## src/rtl/mbm_params.svh

```systemverilog
/*
  Constants for the mailbox and Port B bus-matching read block: register
  offsets, field positions, reset values and lane widths.
  Assumes it is included by bare name after the package mbm_pkg.
*/
// Overview of operation
// RULE1: Two 36-bit mail registers, one each direction.
// RULE2: Mail select steers each transfer to mail/FIFO.
// RULE3: Port A mail write loads A-to-B register.
// RULE4: Port B mail write loads B-to-A register.
// RULE5: Accepted mail write drives full flag low.
// RULE6: Writes ignored while full flag is low.
// RULE7: Outputs show FIFO or mail per select; Port A shows zero when its mail select is low.
// RULE8: Port B mail read sets A-to-B flag high.
// RULE9: Port A mail read sets B-to-A flag high.
// RULE10: Reading mail never alters stored word.
// RULE11: Endian choice never reorders mail lanes.
// RULE12: Port B FIFO reads are 36/18/9 bits wide.
// RULE13: Width decode from bus-match and width select.
// RULE14: Keep size select levels static after reset.
// RULE15: Width and endian take effect at reset end.
// RULE16: Endian level latched on master reset release.
// RULE17: Big-endian first piece most significant; long ignores.
// RULE18: Byte and word piece order per endian.
// RULE19: Memory holds long words; mail unconverted.
// RULE20: Remaining pieces kept in auxiliary register.
// RULE21: Unused Port B lanes are undefined.
// RULE22: Master reset raises mail flags, restarts pieces.
`ifndef MBM_PARAMS_SVH
`define MBM_PARAMS_SVH

// ==========================================================================
// Register offsets (byte addresses, one aligned word each)
// ==========================================================================
`define MBM_OFF_CTRL 8'h00
`define MBM_OFF_STATUS 8'h04
`define MBM_OFF_MAIL_AB 8'h08
`define MBM_OFF_MAIL_BA 8'h0C

// ==========================================================================
// Control register fields and reset value
// ==========================================================================
`define MBM_CTRL_BUS_MATCH 0
`define MBM_CTRL_WIDTH_SEL 1
`define MBM_CTRL_ENDIAN 2
`define MBM_CTRL_RESET 3'h0

// ==========================================================================
// Status register fields
// ==========================================================================
`define MBM_ST_MAIL_ONE 0
`define MBM_ST_MAIL_TWO 1
`define MBM_ST_MODE_LSB 2
`define MBM_ST_ENDIAN 5
`define MBM_ST_PIECE_LSB 6
`define MBM_ST_READY 8

// ==========================================================================
// Lane masks and bus responses
// ==========================================================================
`define MBM_MASK_LONG 36'hFFFFFFFFF
`define MBM_MASK_WORD 36'h00003FFFF
`define MBM_MASK_BYTE 36'h0000001FF
`define MBM_RESP_OKAY 2'h0
`define MBM_RESP_SLVERR 2'h2

`endif

```

## src/rtl/mbm_pkg.sv

```systemverilog
/*
  Types shared by the mailbox and bus-matching block.
  Assumes nothing of its surroundings.
*/
package mbm_pkg;

  // ========================================================================
  // Port B bus size, one-hot coded
  // ========================================================================
  typedef enum logic [2:0] {
    MBM_LONG = 3'h1,
    MBM_WORD = 3'h2,
    MBM_BYTE = 3'h4
  } mbm_width_t;

endpackage : mbm_pkg

```

## src/rtl/mbm_mailbox_match.sv

```systemverilog
/*
  Mailbox pair and Port B bus-matching FIFO read path, with an AXI4-Lite
  register slave for configuration and status.
  Assumes both port clocks are synchronous level inputs sampled on aclk,
  and that the FIFO memory outside offers its head long word with a valid
  level and takes a one-cycle pop pulse.
*/
// The AXI4-Lite slave port and the placing of the registers were decided locally.
`timescale 1ns/1ps
`include "mbm_params.svh"

module mbm_mailbox_match (
  input wire logic aclk,
  input wire logic aresetn,
  // Device master reset and ready flag.
  input wire logic master_reset_n,
  output logic full_or_input_ready,
  // Port A pins.
  input wire logic port_a_clock,
  input wire logic port_a_chip_select_n,
  input wire logic port_a_direction,
  input wire logic port_a_strobe_gate,
  input wire logic port_a_mail_select,
  input wire logic [35:0] port_a_data_in,
  output logic [35:0] port_a_data_out,
  output logic port_a_data_oe,
  // Port B pins.
  input wire logic port_b_clock,
  input wire logic port_b_chip_select_n,
  input wire logic port_b_direction,
  input wire logic port_b_strobe_gate,
  input wire logic port_b_mail_select,
  input wire logic [35:0] port_b_data_in,
  output logic [35:0] port_b_data_out,
  output logic port_b_data_oe,
  // Mail flags.
  output logic mail_one_full_n,
  output logic mail_two_full_n,
  // FIFO memory head.
  input wire logic [35:0] fifo_word,
  input wire logic fifo_word_valid,
  output logic fifo_word_pop,
  // AXI4-Lite slave.
  input wire logic [7:0] s_axi_awaddr,
  input wire logic s_axi_awvalid,
  output logic s_axi_awready,
  input wire logic [31:0] s_axi_wdata,
  input wire logic [3:0] s_axi_wstrb,
  input wire logic s_axi_wvalid,
  output logic s_axi_wready,
  output logic [1:0] s_axi_bresp,
  output logic s_axi_bvalid,
  input wire logic s_axi_bready,
  input wire logic [7:0] s_axi_araddr,
  input wire logic s_axi_arvalid,
  output logic s_axi_arready,
  output logic [31:0] s_axi_rdata,
  output logic [1:0] s_axi_rresp,
  output logic s_axi_rvalid,
  input wire logic s_axi_rready
);
  import mbm_pkg::*;

  // ========================================================================
  // State
  // ========================================================================
  logic [2:0] ctrl_q; // Software levels for bus match, width, endian.
  mbm_pkg::mbm_width_t mode_q; // Bus size in effect since reset end.
  logic endian_q; // Big-endian when high, latched at reset end.
  logic ready_q; // Full/input-ready flag.
  logic mrst_prev_q; // Master reset level one cycle ago.
  logic a_clk_prev_q; // Port A clock level one cycle ago.
  logic b_clk_prev_q; // Port B clock level one cycle ago.
  logic [35:0] mail_ab_q; // Mail from Port A to Port B.
  logic [35:0] mail_ba_q; // Mail from Port B to Port A.
  logic full_one_n_q; // Low while A-to-B mail is unread.
  logic full_two_n_q; // Low while B-to-A mail is unread.
  logic [35:0] aux_q; // Long word whose later pieces remain.
  logic [1:0] piece_q; // Index of the next piece to emit.
  logic [35:0] fifo_out_q; // FIFO output register.
  logic pop_q; // Pop pulse to the FIFO memory.
  logic [35:0] a_out_q; // Port A data driven out.
  logic a_oe_q; // Port A drive enable.
  logic [35:0] b_out_q; // Port B data driven out.
  logic b_oe_q; // Port B drive enable.

  // ========================================================================
  // Configuration decode
  // ========================================================================
  // Width encoding from the software levels.
  wire mbm_width_t mode_sel = !ctrl_q[`MBM_CTRL_BUS_MATCH] ? MBM_LONG : // RULE13
    (ctrl_q[`MBM_CTRL_WIDTH_SEL] ? MBM_BYTE : MBM_WORD);
  // Lanes usable under the size in effect.
  wire logic [35:0] lane_mask = (mode_q == MBM_LONG) ? `MBM_MASK_LONG :
    ((mode_q == MBM_WORD) ? `MBM_MASK_WORD : `MBM_MASK_BYTE);
  // Rising edges of master reset and the two port clocks.
  wire logic mrst_rise = master_reset_n && !mrst_prev_q;
  wire logic a_rise = port_a_clock && !a_clk_prev_q;
  wire logic b_rise = port_b_clock && !b_clk_prev_q;

  // ========================================================================
  // Port access decode
  // ========================================================================
  // Port A selected and gated on this port clock edge.
  wire logic a_sel = a_rise && !port_a_chip_select_n && port_a_strobe_gate;
  wire logic b_sel = b_rise && !port_b_chip_select_n && port_b_strobe_gate;
  wire logic a_mail_wr = a_sel && port_a_direction && port_a_mail_select; // RULE2
  wire logic a_mail_rd = a_sel && !port_a_direction && port_a_mail_select;
  wire logic b_mail_wr = b_sel && !port_b_direction && port_b_mail_select;
  wire logic b_mail_rd = b_sel && port_b_direction && port_b_mail_select;
  wire logic b_fifo_rd = b_sel && port_b_direction && !port_b_mail_select && ready_q;
  // Writes land only while the register holds no unread mail.
  wire logic ab_load = a_mail_wr && full_one_n_q; // RULE6
  wire logic ba_load = b_mail_wr && full_two_n_q; // RULE6

  // ========================================================================
  // Bus-matching piece selection
  // ========================================================================
  // A new long word is needed at piece zero; later pieces come from aux_q.
  wire logic [35:0] src_word = (piece_q == 2'h0) ? fifo_word : aux_q; // RULE20
  wire logic [8:0] byte_lane [4];
  genvar g;
  generate
    for (g = 0; g < 4; g++) begin : g_lane
      // Lane g holds bits 9g+8 down to 9g.
      assign byte_lane[g] = src_word[g*9 +: 9];
    end
  endgenerate
  // Big-endian walks lanes from the top, little-endian from the bottom.
  wire logic [1:0] byte_idx = endian_q ? (2'h3 - piece_q) : piece_q; // RULE18
  wire logic word_idx = endian_q ? !piece_q[0] : piece_q[0]; // RULE17
  wire logic [17:0] word_piece = word_idx ? src_word[35:18] : src_word[17:0];
  wire logic [1:0] last_piece = (mode_q == MBM_WORD) ? 2'h1 : 2'h3;
  // A read is taken when pieces remain or memory offers a word.
  wire logic fifo_take = b_fifo_rd && (piece_q != 2'h0 || fifo_word_valid);
  wire logic fifo_new = fifo_take && (piece_q == 2'h0); // RULE19
  // Piece placed in the low lanes; unused lanes read as zero.
  wire logic [35:0] fifo_piece = (mode_q == MBM_LONG) ? src_word : // RULE12 RULE21
    ((mode_q == MBM_WORD) ? {18'h00000, word_piece} :
    {27'h0000000, byte_lane[byte_idx]});
  wire logic piece_wrap = (mode_q == MBM_LONG) || (piece_q == last_piece);

  // ========================================================================
  // Output data selection
  // ========================================================================
  // Mail passes lane for lane; endian never touches it.
  wire logic [35:0] a_out_d = port_a_mail_select ? (mail_ba_q & lane_mask) : 36'h000000000; // RULE11
  wire logic [35:0] b_out_d = port_b_mail_select ? (mail_ab_q & lane_mask) : fifo_out_q; // RULE7

  // ========================================================================
  // Edge history and configuration latch
  // ========================================================================
  // Width and endian become active at the release of master reset.
  always_ff @(posedge aclk) begin
    if (!aresetn) begin
      mrst_prev_q <= 1'b0;
      a_clk_prev_q <= 1'b1;
      b_clk_prev_q <= 1'b1;
      mode_q <= MBM_LONG;
      endian_q <= 1'b0;
      ready_q <= 1'b0;
    end else begin
      mrst_prev_q <= master_reset_n;
      a_clk_prev_q <= port_a_clock;
      b_clk_prev_q <= port_b_clock;
      if (!master_reset_n) begin
        ready_q <= 1'b0;
      end else if (mrst_rise) begin
        mode_q <= mode_sel; // RULE15
        endian_q <= ctrl_q[`MBM_CTRL_ENDIAN]; // RULE16
        ready_q <= 1'b1; // RULE15
      end
    end
  end

  // ========================================================================
  // Mail registers and flags
  // ========================================================================
  // Stores only the usable lanes; reads leave contents untouched.
  always_ff @(posedge aclk) begin
    if (!aresetn) begin
      mail_ab_q <= 36'h000000000;
      mail_ba_q <= 36'h000000000;
    end else begin
      if (ab_load) begin
        mail_ab_q <= port_a_data_in & lane_mask; // RULE1 RULE3 RULE10
      end
      if (ba_load) begin
        mail_ba_q <= port_b_data_in & lane_mask; // RULE1 RULE4
      end
    end
  end

  // A write landing in the cycle of a read keeps the flag low.
  always_ff @(posedge aclk) begin
    if (!aresetn || !master_reset_n) begin
      full_one_n_q <= 1'b1; // RULE22
      full_two_n_q <= 1'b1; // RULE22
    end else begin
      if (ab_load) begin
        full_one_n_q <= 1'b0; // RULE5
      end else if (b_mail_rd) begin
        full_one_n_q <= 1'b1; // RULE8
      end
      if (ba_load) begin
        full_two_n_q <= 1'b0; // RULE5
      end else if (a_mail_rd) begin
        full_two_n_q <= 1'b1; // RULE9
      end
    end
  end

  // ========================================================================
  // FIFO read path
  // ========================================================================
  // Splits each long word into pieces held in the auxiliary register.
  always_ff @(posedge aclk) begin
    if (!aresetn || !master_reset_n) begin
      piece_q <= 2'h0; // RULE22
      aux_q <= 36'h000000000;
      fifo_out_q <= 36'h000000000;
      pop_q <= 1'b0;
    end else begin
      pop_q <= fifo_new;
      if (fifo_new) begin
        aux_q <= fifo_word; // RULE20
      end
      if (fifo_take) begin
        fifo_out_q <= fifo_piece;
        piece_q <= piece_wrap ? 2'h0 : piece_q + 2'h1; // RULE20
      end
    end
  end

  // ========================================================================
  // Pin drivers
  // ========================================================================
  // Drives are enabled for a selected read on each port.
  always_ff @(posedge aclk) begin
    if (!aresetn) begin
      a_out_q <= 36'h000000000;
      a_oe_q <= 1'b0;
      b_out_q <= 36'h000000000;
      b_oe_q <= 1'b0;
    end else begin
      a_out_q <= a_out_d;
      a_oe_q <= !port_a_chip_select_n && !port_a_direction;
      b_out_q <= b_out_d; // RULE7
      b_oe_q <= !port_b_chip_select_n && port_b_direction;
    end
  end

  // ========================================================================
  // AXI4-Lite slave
  // ========================================================================
  logic aw_held_q; // Write address taken, waiting for data.
  logic [7:0] aw_addr_q; // Held write address.
  logic w_held_q; // Write data taken, waiting for address.
  logic [31:0] w_data_q; // Held write data.
  logic w_strb0_q; // Held strobe of byte lane zero.
  logic awready_q; // Write address ready.
  logic wready_q; // Write data ready.
  logic bvalid_q; // Write response valid.
  logic [1:0] bresp_q; // Write response code.
  logic arready_q; // Read address ready.
  logic rvalid_q; // Read data valid.
  logic [31:0] rdata_q; // Read data.
  logic [1:0] rresp_q; // Read response code.

  // Address and data are taken independently, in either order.
  wire logic aw_take = s_axi_awvalid && awready_q;
  wire logic w_take = s_axi_wvalid && wready_q;
  wire logic aw_have = aw_held_q || aw_take;
  wire logic w_have = w_held_q || w_take;
  wire logic do_write = aw_have && w_have && !bvalid_q;
  wire logic [7:0] wr_addr = aw_take ? s_axi_awaddr : aw_addr_q;
  wire logic [31:0] wr_data = w_take ? s_axi_wdata : w_data_q;
  wire logic wr_strb0 = w_take ? s_axi_wstrb[0] : w_strb0_q;
  wire logic wr_ctrl = ({wr_addr[7:2], 2'h0} == `MBM_OFF_CTRL);
  wire logic aw_held_d = aw_have && !do_write;
  wire logic w_held_d = w_have && !do_write;
  wire logic bvalid_d = do_write || (bvalid_q && !s_axi_bready);
  wire logic ar_take = s_axi_arvalid && arready_q;
  wire logic rvalid_d = ar_take || (rvalid_q && !s_axi_rready);
  wire logic [7:0] rd_addr = {s_axi_araddr[7:2], 2'h0};
  // Status word: mail flags, size, endian, piece index and ready.
  wire logic [31:0] status_word = {23'h000000, ready_q, piece_q, endian_q, mode_q,
    full_two_n_q, full_one_n_q};
  wire logic rd_hit = (rd_addr == `MBM_OFF_CTRL) || (rd_addr == `MBM_OFF_STATUS) ||
    (rd_addr == `MBM_OFF_MAIL_AB) || (rd_addr == `MBM_OFF_MAIL_BA);
  // Mail words show their low 32 lanes; reading them has no side effect.
  wire logic [31:0] rd_word = (rd_addr == `MBM_OFF_CTRL) ? {29'h00000000, ctrl_q} :
    (rd_addr == `MBM_OFF_STATUS) ? status_word :
    (rd_addr == `MBM_OFF_MAIL_AB) ? mail_ab_q[31:0] :
    (rd_addr == `MBM_OFF_MAIL_BA) ? mail_ba_q[31:0] : 32'h00000000;

  // Write channel bookkeeping and control register update.
  always_ff @(posedge aclk) begin
    if (!aresetn) begin
      aw_held_q <= 1'b0;
      aw_addr_q <= 8'h00;
      w_held_q <= 1'b0;
      w_data_q <= 32'h00000000;
      w_strb0_q <= 1'b0;
      awready_q <= 1'b0;
      wready_q <= 1'b0;
      bvalid_q <= 1'b0;
      bresp_q <= `MBM_RESP_OKAY;
      ctrl_q <= `MBM_CTRL_RESET;
    end else begin
      aw_held_q <= aw_held_d;
      aw_addr_q <= wr_addr;
      w_held_q <= w_held_d;
      w_data_q <= wr_data;
      w_strb0_q <= wr_strb0;
      awready_q <= !aw_held_d;
      wready_q <= !w_held_d;
      bvalid_q <= bvalid_d;
      if (do_write) begin
        bresp_q <= wr_ctrl ? `MBM_RESP_OKAY : `MBM_RESP_SLVERR;
        if (wr_ctrl && wr_strb0) begin
          ctrl_q <= wr_data[2:0];
        end
      end
    end
  end

  // Read channel: one read in flight, answered the cycle after it is taken.
  always_ff @(posedge aclk) begin
    if (!aresetn) begin
      arready_q <= 1'b0;
      rvalid_q <= 1'b0;
      rdata_q <= 32'h00000000;
      rresp_q <= `MBM_RESP_OKAY;
    end else begin
      arready_q <= !rvalid_d;
      rvalid_q <= rvalid_d;
      if (ar_take) begin
        rdata_q <= rd_word;
        rresp_q <= rd_hit ? `MBM_RESP_OKAY : `MBM_RESP_SLVERR;
      end
    end
  end

  // ========================================================================
  // Output ports
  // ========================================================================
  assign full_or_input_ready = ready_q;
  assign port_a_data_out = a_out_q;
  assign port_a_data_oe = a_oe_q;
  assign port_b_data_out = b_out_q;
  assign port_b_data_oe = b_oe_q;
  assign mail_one_full_n = full_one_n_q;
  assign mail_two_full_n = full_two_n_q;
  assign fifo_word_pop = pop_q;
  assign s_axi_awready = awready_q;
  assign s_axi_wready = wready_q;
  assign s_axi_bresp = bresp_q;
  assign s_axi_bvalid = bvalid_q;
  assign s_axi_arready = arready_q;
  assign s_axi_rdata = rdata_q;
  assign s_axi_rresp = rresp_q;
  assign s_axi_rvalid = rvalid_q;

  // ========================================================================
  // Assertions
  // ========================================================================
  a_mail_ab_load: assert property (@(posedge aclk) disable iff (!aresetn) // RULE3
    ab_load && master_reset_n |=> !full_one_n_q && mail_ab_q == $past(port_a_data_in & lane_mask))
    else $error("A-to-B mail not loaded.");
  a_mail_ba_load: assert property (@(posedge aclk) disable iff (!aresetn) // RULE4
    ba_load && master_reset_n |=> !full_two_n_q && mail_ba_q == $past(port_b_data_in & lane_mask))
    else $error("B-to-A mail not loaded.");
  a_mail_lockout: assert property (@(posedge aclk) disable iff (!aresetn) // RULE6
    (!full_one_n_q && a_mail_wr) |=> $stable(mail_ab_q))
    else $error("Write changed unread mail.");
  a_flag_one_up: assert property (@(posedge aclk) disable iff (!aresetn) // RULE8
    (b_mail_rd && !ab_load) |=> full_one_n_q)
    else $error("A-to-B flag not raised by read.");
  a_flag_two_up: assert property (@(posedge aclk) disable iff (!aresetn) // RULE9
    (a_mail_rd && !ba_load) |=> full_two_n_q)
    else $error("B-to-A flag not raised by read.");
  a_mail_read_keep: assert property (@(posedge aclk) disable iff (!aresetn) // RULE10
    (!ab_load && !ba_load) |=> ($stable(mail_ab_q) && $stable(mail_ba_q)))
    else $error("Mail changed without write.");
  a_port_b_mux: assert property (@(posedge aclk) disable iff (!aresetn) // RULE7
    port_b_mail_select |=> port_b_data_out == $past(mail_ab_q & lane_mask))
    else $error("Port B not showing mail.");
  a_width_decode: assert property (@(posedge aclk) disable iff (!aresetn) // RULE13
    mrst_rise |=> (mode_q == ($past(ctrl_q[0]) ? ($past(ctrl_q[1]) ? MBM_BYTE : MBM_WORD)
    : MBM_LONG)) && ready_q)
    else $error("Width not decoded at reset end.");
  a_byte_first: assert property (@(posedge aclk) disable iff (!aresetn) // RULE18
    (fifo_new && mode_q == MBM_BYTE && endian_q && master_reset_n)
    |=> fifo_out_q[8:0] == $past(fifo_word[35:27]))
    else $error("Big-endian first byte wrong.");
  a_reset_flags: assert property (@(posedge aclk) disable iff (!aresetn) // RULE22
    !master_reset_n |=> (full_one_n_q && full_two_n_q && piece_q == 2'h0 && !ready_q))
    else $error("Master reset did not clear state.");

endmodule : mbm_mailbox_match

```

## config.mk

```make
export PLATFORM = sky130hd
export DESIGN_NAME = mbm_mailbox_match
export DESIGN_NICKNAME = d
export VERILOG_FILES = /design/src/rtl/mbm_pkg.sv /design/src/rtl/mbm_mailbox_match.sv
export VERILOG_INCLUDE_DIRS = /design/src /design/src/rtl
export SDC_FILE = /design/constraint.sdc
export NUM_CORES = 1
export LEC_CHECK = 0
export BUFFER_PORTS_ARGS = -buffer_cell sky130_fd_sc_hd__buf_2
export CAP_MARGIN = 15
export CORE_MARGIN = 4
export CORE_UTILIZATION = 53
export CTS_CLUSTER_DIAMETER = 100
export CTS_CLUSTER_SIZE = 8
export DETAILED_ROUTE_END_ITERATION = 12
export PLACE_DENSITY = 0.8
export SYNTH_ARGS = -nofsm -noshare
export SYNTH_HDL_FRONTEND = slang
export SYNTH_SLANG_ARGS = --single-unit
```

## constraint.sdc

```tcl
create_clock -name aclk -period 2.9 [get_ports aclk]
set_input_delay 0.29 -clock aclk [delete_from_list [all_inputs] [get_ports aclk]]
set_output_delay 0.29 -clock aclk [all_outputs]
set_load 0.1 [all_outputs]
```

# ---- Word level (Yosys, flattened, before mapping)
# Index checks and enable logic that the tools add are counted.
dict set report totals {
  register_bits 289
  input_bits 179
  word_cells 147
}
dict set report classes {
  addsub 2
  magnitude_cmp 1
  eq_ne 6
  mux 29
  bitwise_logic 5
  reduce_logical 71
}
# cell n
set op_table {}
lappend op_table {{bitwise AND 36 bit} 4}
lappend op_table {{two-way mux 36 bit} 4}
lappend op_table {{two-way mux 32 bit} 4}
lappend op_table {{two-way mux 18 bit} 3}
lappend op_table {{logical AND 1 bit} 33}
lappend op_table {{binary-select mux 9 bit (select 2 bit)} 1}
lappend op_table {{zero test 1 bit} 18}
lappend op_table {{two-way mux 9 bit} 2}
lappend op_table {{equality test 6 x 2 -> 1 bit (second input constant)} 2}
lappend op_table {{logical OR 1 bit} 10}
lappend op_table {{two-way mux 2 bit} 5}
lappend op_table {{two-way mux 3 bit} 3}
lappend op_table {{zero test 8 bit} 1}
lappend op_table {{two-way mux 8 bit} 1}
lappend op_table {{AND reduction 2 bit} 4}
lappend op_table {{equality test 6 x 1 -> 1 bit (second input constant)} 1}
lappend op_table {{zero test 6 bit} 1}
lappend op_table {{two-way mux 1 bit} 6}
lappend op_table {{nonzero test 2 bit} 3}
lappend op_table {{equality test 3 x 1 -> 1 bit (second input constant)} 1}
lappend op_table {{equality test 3 x 2 -> 1 bit (second input constant)} 1}
lappend op_table {{greater-or-equal comparator 3 bit (second input constant)} 1}
lappend op_table {{NOT 2 -> 3 bit} 1}
lappend op_table {{adder 2 x 1 -> 2 bit (second input constant)} 1}
lappend op_table {{3 further kinds} 3}

# ---- Depth between registers and ports, before layout
dict set report logic_depth {
  word_depth 9
  ltp_mapped 10
  depth_no_buf 7
}

# ---- Least setup slack after synthesis
# OpenSTA, ideal clock, no wires.
dict set report synth_path {
  path_kind {register -> register}
  startpoint {reg awready_q, in the netlist s_axi_awready}
  endpoint {reg ctrl_q[0]}
  setup_ns 0.123
  arrival_ns 2.197
  slack_ns 0.580
  stages_incl_launch_ff 6
  path_buffers 0
  synth_period_minus_slack_ns 2.320
  cell_sequence {dfxtp_1 > nand2_1 > nor4_4 > a21oi_2 > a211oi_2 > mux2_1}
}
dict set report synth_between {
  elab_chain_len 5
  word_cells_on_any_way 8
  classes_between {mux (1); reduce/logical (7)}
}
# element line_no
set synth_rtl {}
lappend synth_rtl {{start, declared} mbm_mailbox_match.sv:261} ;# logic awready_q;
lappend synth_rtl {{start signal, assigned} mbm_mailbox_match.sv:316} ;# awready_q <= !aw_held_d;
lappend synth_rtl {{logical AND 1 bit *} mbm_mailbox_match.sv:271} ;# wire logic aw_take = s_axi_awvalid && awready_q;
lappend synth_rtl {{two-way mux 8 bit / logical OR 1 bit (equally long branches)} {mbm_mailbox_match.sv:276, mbm_mailbox_match.sv:273}}
lappend synth_rtl {{zero test 6 bit (no line) / logical AND 1 bit (equally long branches)} --}
lappend synth_rtl {{logical AND 1 bit (on tied branches)} {mbm_mailbox_match.sv:321, mbm_mailbox_match.sv:275}}
lappend synth_rtl {{AND reduction 2 bit (no line) *} --}
lappend synth_rtl {{end signal, assigned} mbm_mailbox_match.sv:309} ;# ctrl_q <= `MBM_CTRL_RESET;
lappend synth_rtl {{end signal, assigned} mbm_mailbox_match.sv:322} ;# ctrl_q <= wr_data[2:0];
lappend synth_rtl {{end, declared} mbm_mailbox_match.sv:67} ;# logic [2:0] ctrl_q;
# Every way passes the cells marked *; elsewhere a longest branch is shown, timed or not.
# A chain may end at the register's enable or synchronous reset.

# ---- Worst setup path after layout
dict set report layout_path {
  startpoint {reg piece_q[0]}
  endpoint {reg fifo_out_q[1]}
}
dict set report layout_between {
  elab_chain_len 8
  word_cells_on_any_way 16
  classes_between {add/sub (1); mux (9); bitwise (1); reduce/logical (5)}
}
# element line_no
set layout_rtl {}
lappend layout_rtl {{start, declared} mbm_mailbox_match.sv:79} ;# logic [1:0] piece_q;
lappend layout_rtl {{start signal, assigned} mbm_mailbox_match.sv:230} ;# piece_q <= piece_wrap ? 2'h0 : piece_q + 2'h1;
lappend layout_rtl {{subtractor 2 bit} mbm_mailbox_match.sv:130} ;# wire logic [1:0] byte_idx = endian_q ? (2'h3 - piece_q) : piece_q;
lappend layout_rtl {{two-way mux 2 bit} mbm_mailbox_match.sv:130}
lappend layout_rtl {{NOT 2 -> 3 bit (implied by the code)} mbm_mailbox_match.sv:140} ;# {27'h0000000, byte_lane[byte_idx]});
lappend layout_rtl {{binary-select mux 9 bit (select 2 bit)} mbm_mailbox_match.sv:140}
lappend layout_rtl {{two-way mux 9 bit (implied by the code) (2 in series)} mbm_mailbox_match.sv:140}
lappend layout_rtl {{two-way mux 18 bit} mbm_mailbox_match.sv:139} ;# ((mode_q == MBM_WORD) ? {18'h00000, word_piece} :
lappend layout_rtl {{two-way mux 36 bit} mbm_mailbox_match.sv:138} ;# wire logic [35:0] fifo_piece = (mode_q == MBM_LONG) ? src_word :
lappend layout_rtl {{end signal, assigned} mbm_mailbox_match.sv:229} ;# fifo_out_q <= fifo_piece;
lappend layout_rtl {{end, declared} mbm_mailbox_match.sv:80} ;# logic [35:0] fifo_out_q;
# Several ways; a longest one is shown, not always the timed one. The select of a mux whose other input is x is not followed.

==> flow_summary.ini <==
[routing]
first_pass_iters = 5
routed_via_density = 5.74
wl_per_cell_um = 18.2
wirelength_um = 32900
drt-initial-drc-count = 835
vias = 10400
remaining_drc_errors = 0
ant_nets = 0

[floorplanning]
core-area_sq_um = 21200
fp.dieH_um = 155
rows = 53
die_width_um = 155
io_pins = 298
die_area_sq_um = 24000
initial_core_util_pct = 54.1

[global_route]
antenna_found_initial = 2
grt_overflow_total = 0
grt_pass1_vias = 9895
busiest_layer = met2
met1_usage_pct = 34.8
grt_pass1_wl_um = 51200
grt_usage_pct = 26.0
grt_max_degree = 109
grt_use_met3_pct = 4.84
met2_usage_pct = 41.3

[worst_setup_path]
required_ns = 3.33
critical_path_class = reg -> reg
arrival_ns = 2.96
critical_path_buf_inv_count = 2
cp-start-kind = flop
path_cells = inv_1 -> ha_2 -> inv_1 -> o21a_1 -> nand2_1 -> o31ai_1
cpMaxStageDelayCell = o21a_1
cp_top_family = compound AO/OA/AOI/OAI gates
crit_top_cell = inv_1
r2r_cells = 6
cp_num_cells = 6
cp_max_fo = 21
crit_path_max_incr_delay_ns = 0.57
endpoint_kind = flop

[sta]
setup-tns-final_ns = 0
hold_viol = 0
fin_skew_ns = 0.0130
slew_violations = 0
maxSlewHeadroom_pct = 41.9
setup-violations-final = 0
rsz0062_at_grt = false
whs_ns = 0.0206
timing.fmax_mhz = 395
finalCriticalPeriod_ns = 2.53
period_share_pct = 87.4
worst_slew_pin_slew_ns = 0.871

[power]
p_per_area_nw_per_um2 = 616
total_leakage_power_nw = 5.91
total_power_mw = 8.63
vdd_ir_drop_max_mv = 0.387

[yosys]
synthFlopType = dfxtp_1
synth_most_common_cell = dfxtp_1
yosysTopAreaCell = dfxtp_1
yosysUniqueCellTypes = 57
synth_top_area_share_pct = 49.8
syn_area_sq_um = 11500
synthTopCellsByArea = dfxtp_1, mux2i_1, a21oi_1, nand2_1, nand3_1
yosysSeqAreaShare_pct = 49.8
synth_common_cells = dfxtp_1, nand2_1, a21oi_1
synth_area_per_cell_sq_um = 8.81
synth_warnings = 0
syn_inst = 1300
synth_edf_count = 0
async_flop_share_pct = 0
synth-seq-cells = 285

[clocking]
clk_latency_ns = 0.52
cts_sinks = 285
htreeDepth = 2
clk_path_buf_depth = 3
cts-root-buf = clkbuf_16
cts.clk_slew.worst_paths_ns = 0.05
numCtsBuffers = 41
cts_tree = built

[finish]
drive_gt1_share_pct = 24.2
nFillCells = 1716
nets = 1704
postLayoutCellArea_sq_um = 14000
area_growth_syn_to_layout_pct = 22.3

[run_status]
status = finished clean

[placed_design]
place_area_sq_um = 12900
portBuffers = 259
gp_congestion = 0.854
dpl.hpwl_um = 22900

[job]
drv_cap = 0

[hold_path]
whs_path_depth = 3
hold_path_class = in -> reg
[placed cells by master (no fill, tap or decap), types with 3 or more instances in the layout]
master and instances:
o31ai_1 9, a22o_1 6, nand2b_1 32, nand2_1 168, buf_12 4, dlygate4sd3_1 5
and3_1 39, clkbuf_16 41, buf_4 19, mux2i_1 89, dfxtp_1 285, buf_2 259
a2bb2oi_1 23, nor3_1 26, xnor2_1 3, a21oi_1 154, o221ai_1 8, nor2_1 121
and2_1 15, inv_1 6, a22oi_1 3, o21ai_0 27, mux2_2 22, a221oi_1 8
nand3_1 103, mux2_1 3, mux4_2 3
[sequential cells by signal, indices dropped and copies added, names as in the netlist, 6 cells and up]
signal,flops
aux_q,36
fifo_out_q,36
mail_ab_q,36
mail_ba_q,36
port_a_data_out,36
port_b_data_out,36
s_axi_rdata,32
aw_addr_q,6
[where the power goes]
group	switching, mW	total [mW]	internal (mW)
logic	0.381	0.562	0.181
clock network	1.60	4.09	2.49
registers	0.0211	3.97	3.95
total	2.00	8.63	6.63
[worst register-to-register path, cell delays in order, from the launching register on]
cell     delay (ns)
dfxtp_1        0.48
inv_1          0.10
ha_2           0.41
inv_1          0.22
o21a_1         0.57
nand2_1        0.35
o31ai_1        0.32
[stage by stage]
step / cells / setup WS [ns] / utilization, %
6_report: 1803 / 0.365 / 66.2
2_1_floorplan: 1301 / 0.580 / -
3_3_place_gp: 1749 / 0.503 / 60.8
3_5_place_dp: 1749 / 0.454 / 60.8
4_1_cts: 1799 / 0.405 / 66.1
5_1_grt: 1803 / 0.207 / 66.2
[cell families (layout without fill, tap and decap cells)]
group	after synthesis	in the layout	synth area share [%]
buf+inv	114	339	4.35
fa+ha+maj	1	1	0.109
other cells	1	4	0.0327
flops	285	285	49.8
simple gates	525	525	21.3
compound gates	252	252	13.1
xor+xnor	5	5	0.382
mux	117	117	10.8
[path summary, 6_finish.rpt]
kind | from | to | slack [ns]
worst max register to register | piece_q[0] | fifo_out_q[1] | 0.37
worst min register to register | mrst_prev_q | full_or_input_ready | 0.44
worst max-delay path | piece_q[0] | fifo_out_q[1] | 0.37
worst min-delay path | port_a_data_in[3] | mail_ab_q[3] | 0.02
[metal layers]
metal	vias up	part of all wire, %
li1	4928	-
met1	4858	42
met2	473	46
met5	-	0
met4	0	4.0
met3	94	8.0
[area by class of cell]
| cell class | count | area, sq um | share of cell area, % |
|---|---|---|---|
| multi-input combinational | 902 | 5290 | 37.7 |
| inverter | 7 | 28.8 | 0.205 |
| clock buffer | 41 | 1030 | 7.33 |
| clock inverter | 4 | 42.5 | 0.304 |
| timing repair buffer | 287 | 1570 | 11.2 |
| tap | 275 | 344 | 2.46 |
| antenna | 2 | 5.00 | 0.0357 |
| sequential | 285 | 5710 | 40.7 |
[what timing repair did]
action / in CTS / in global routing
hold endpoints to repair: 4 / 0
hold buffers: 5 / 0
setup buffers: 0 / 0
resized for setup: 0 / 0
(Power assumes the default switching activity.)
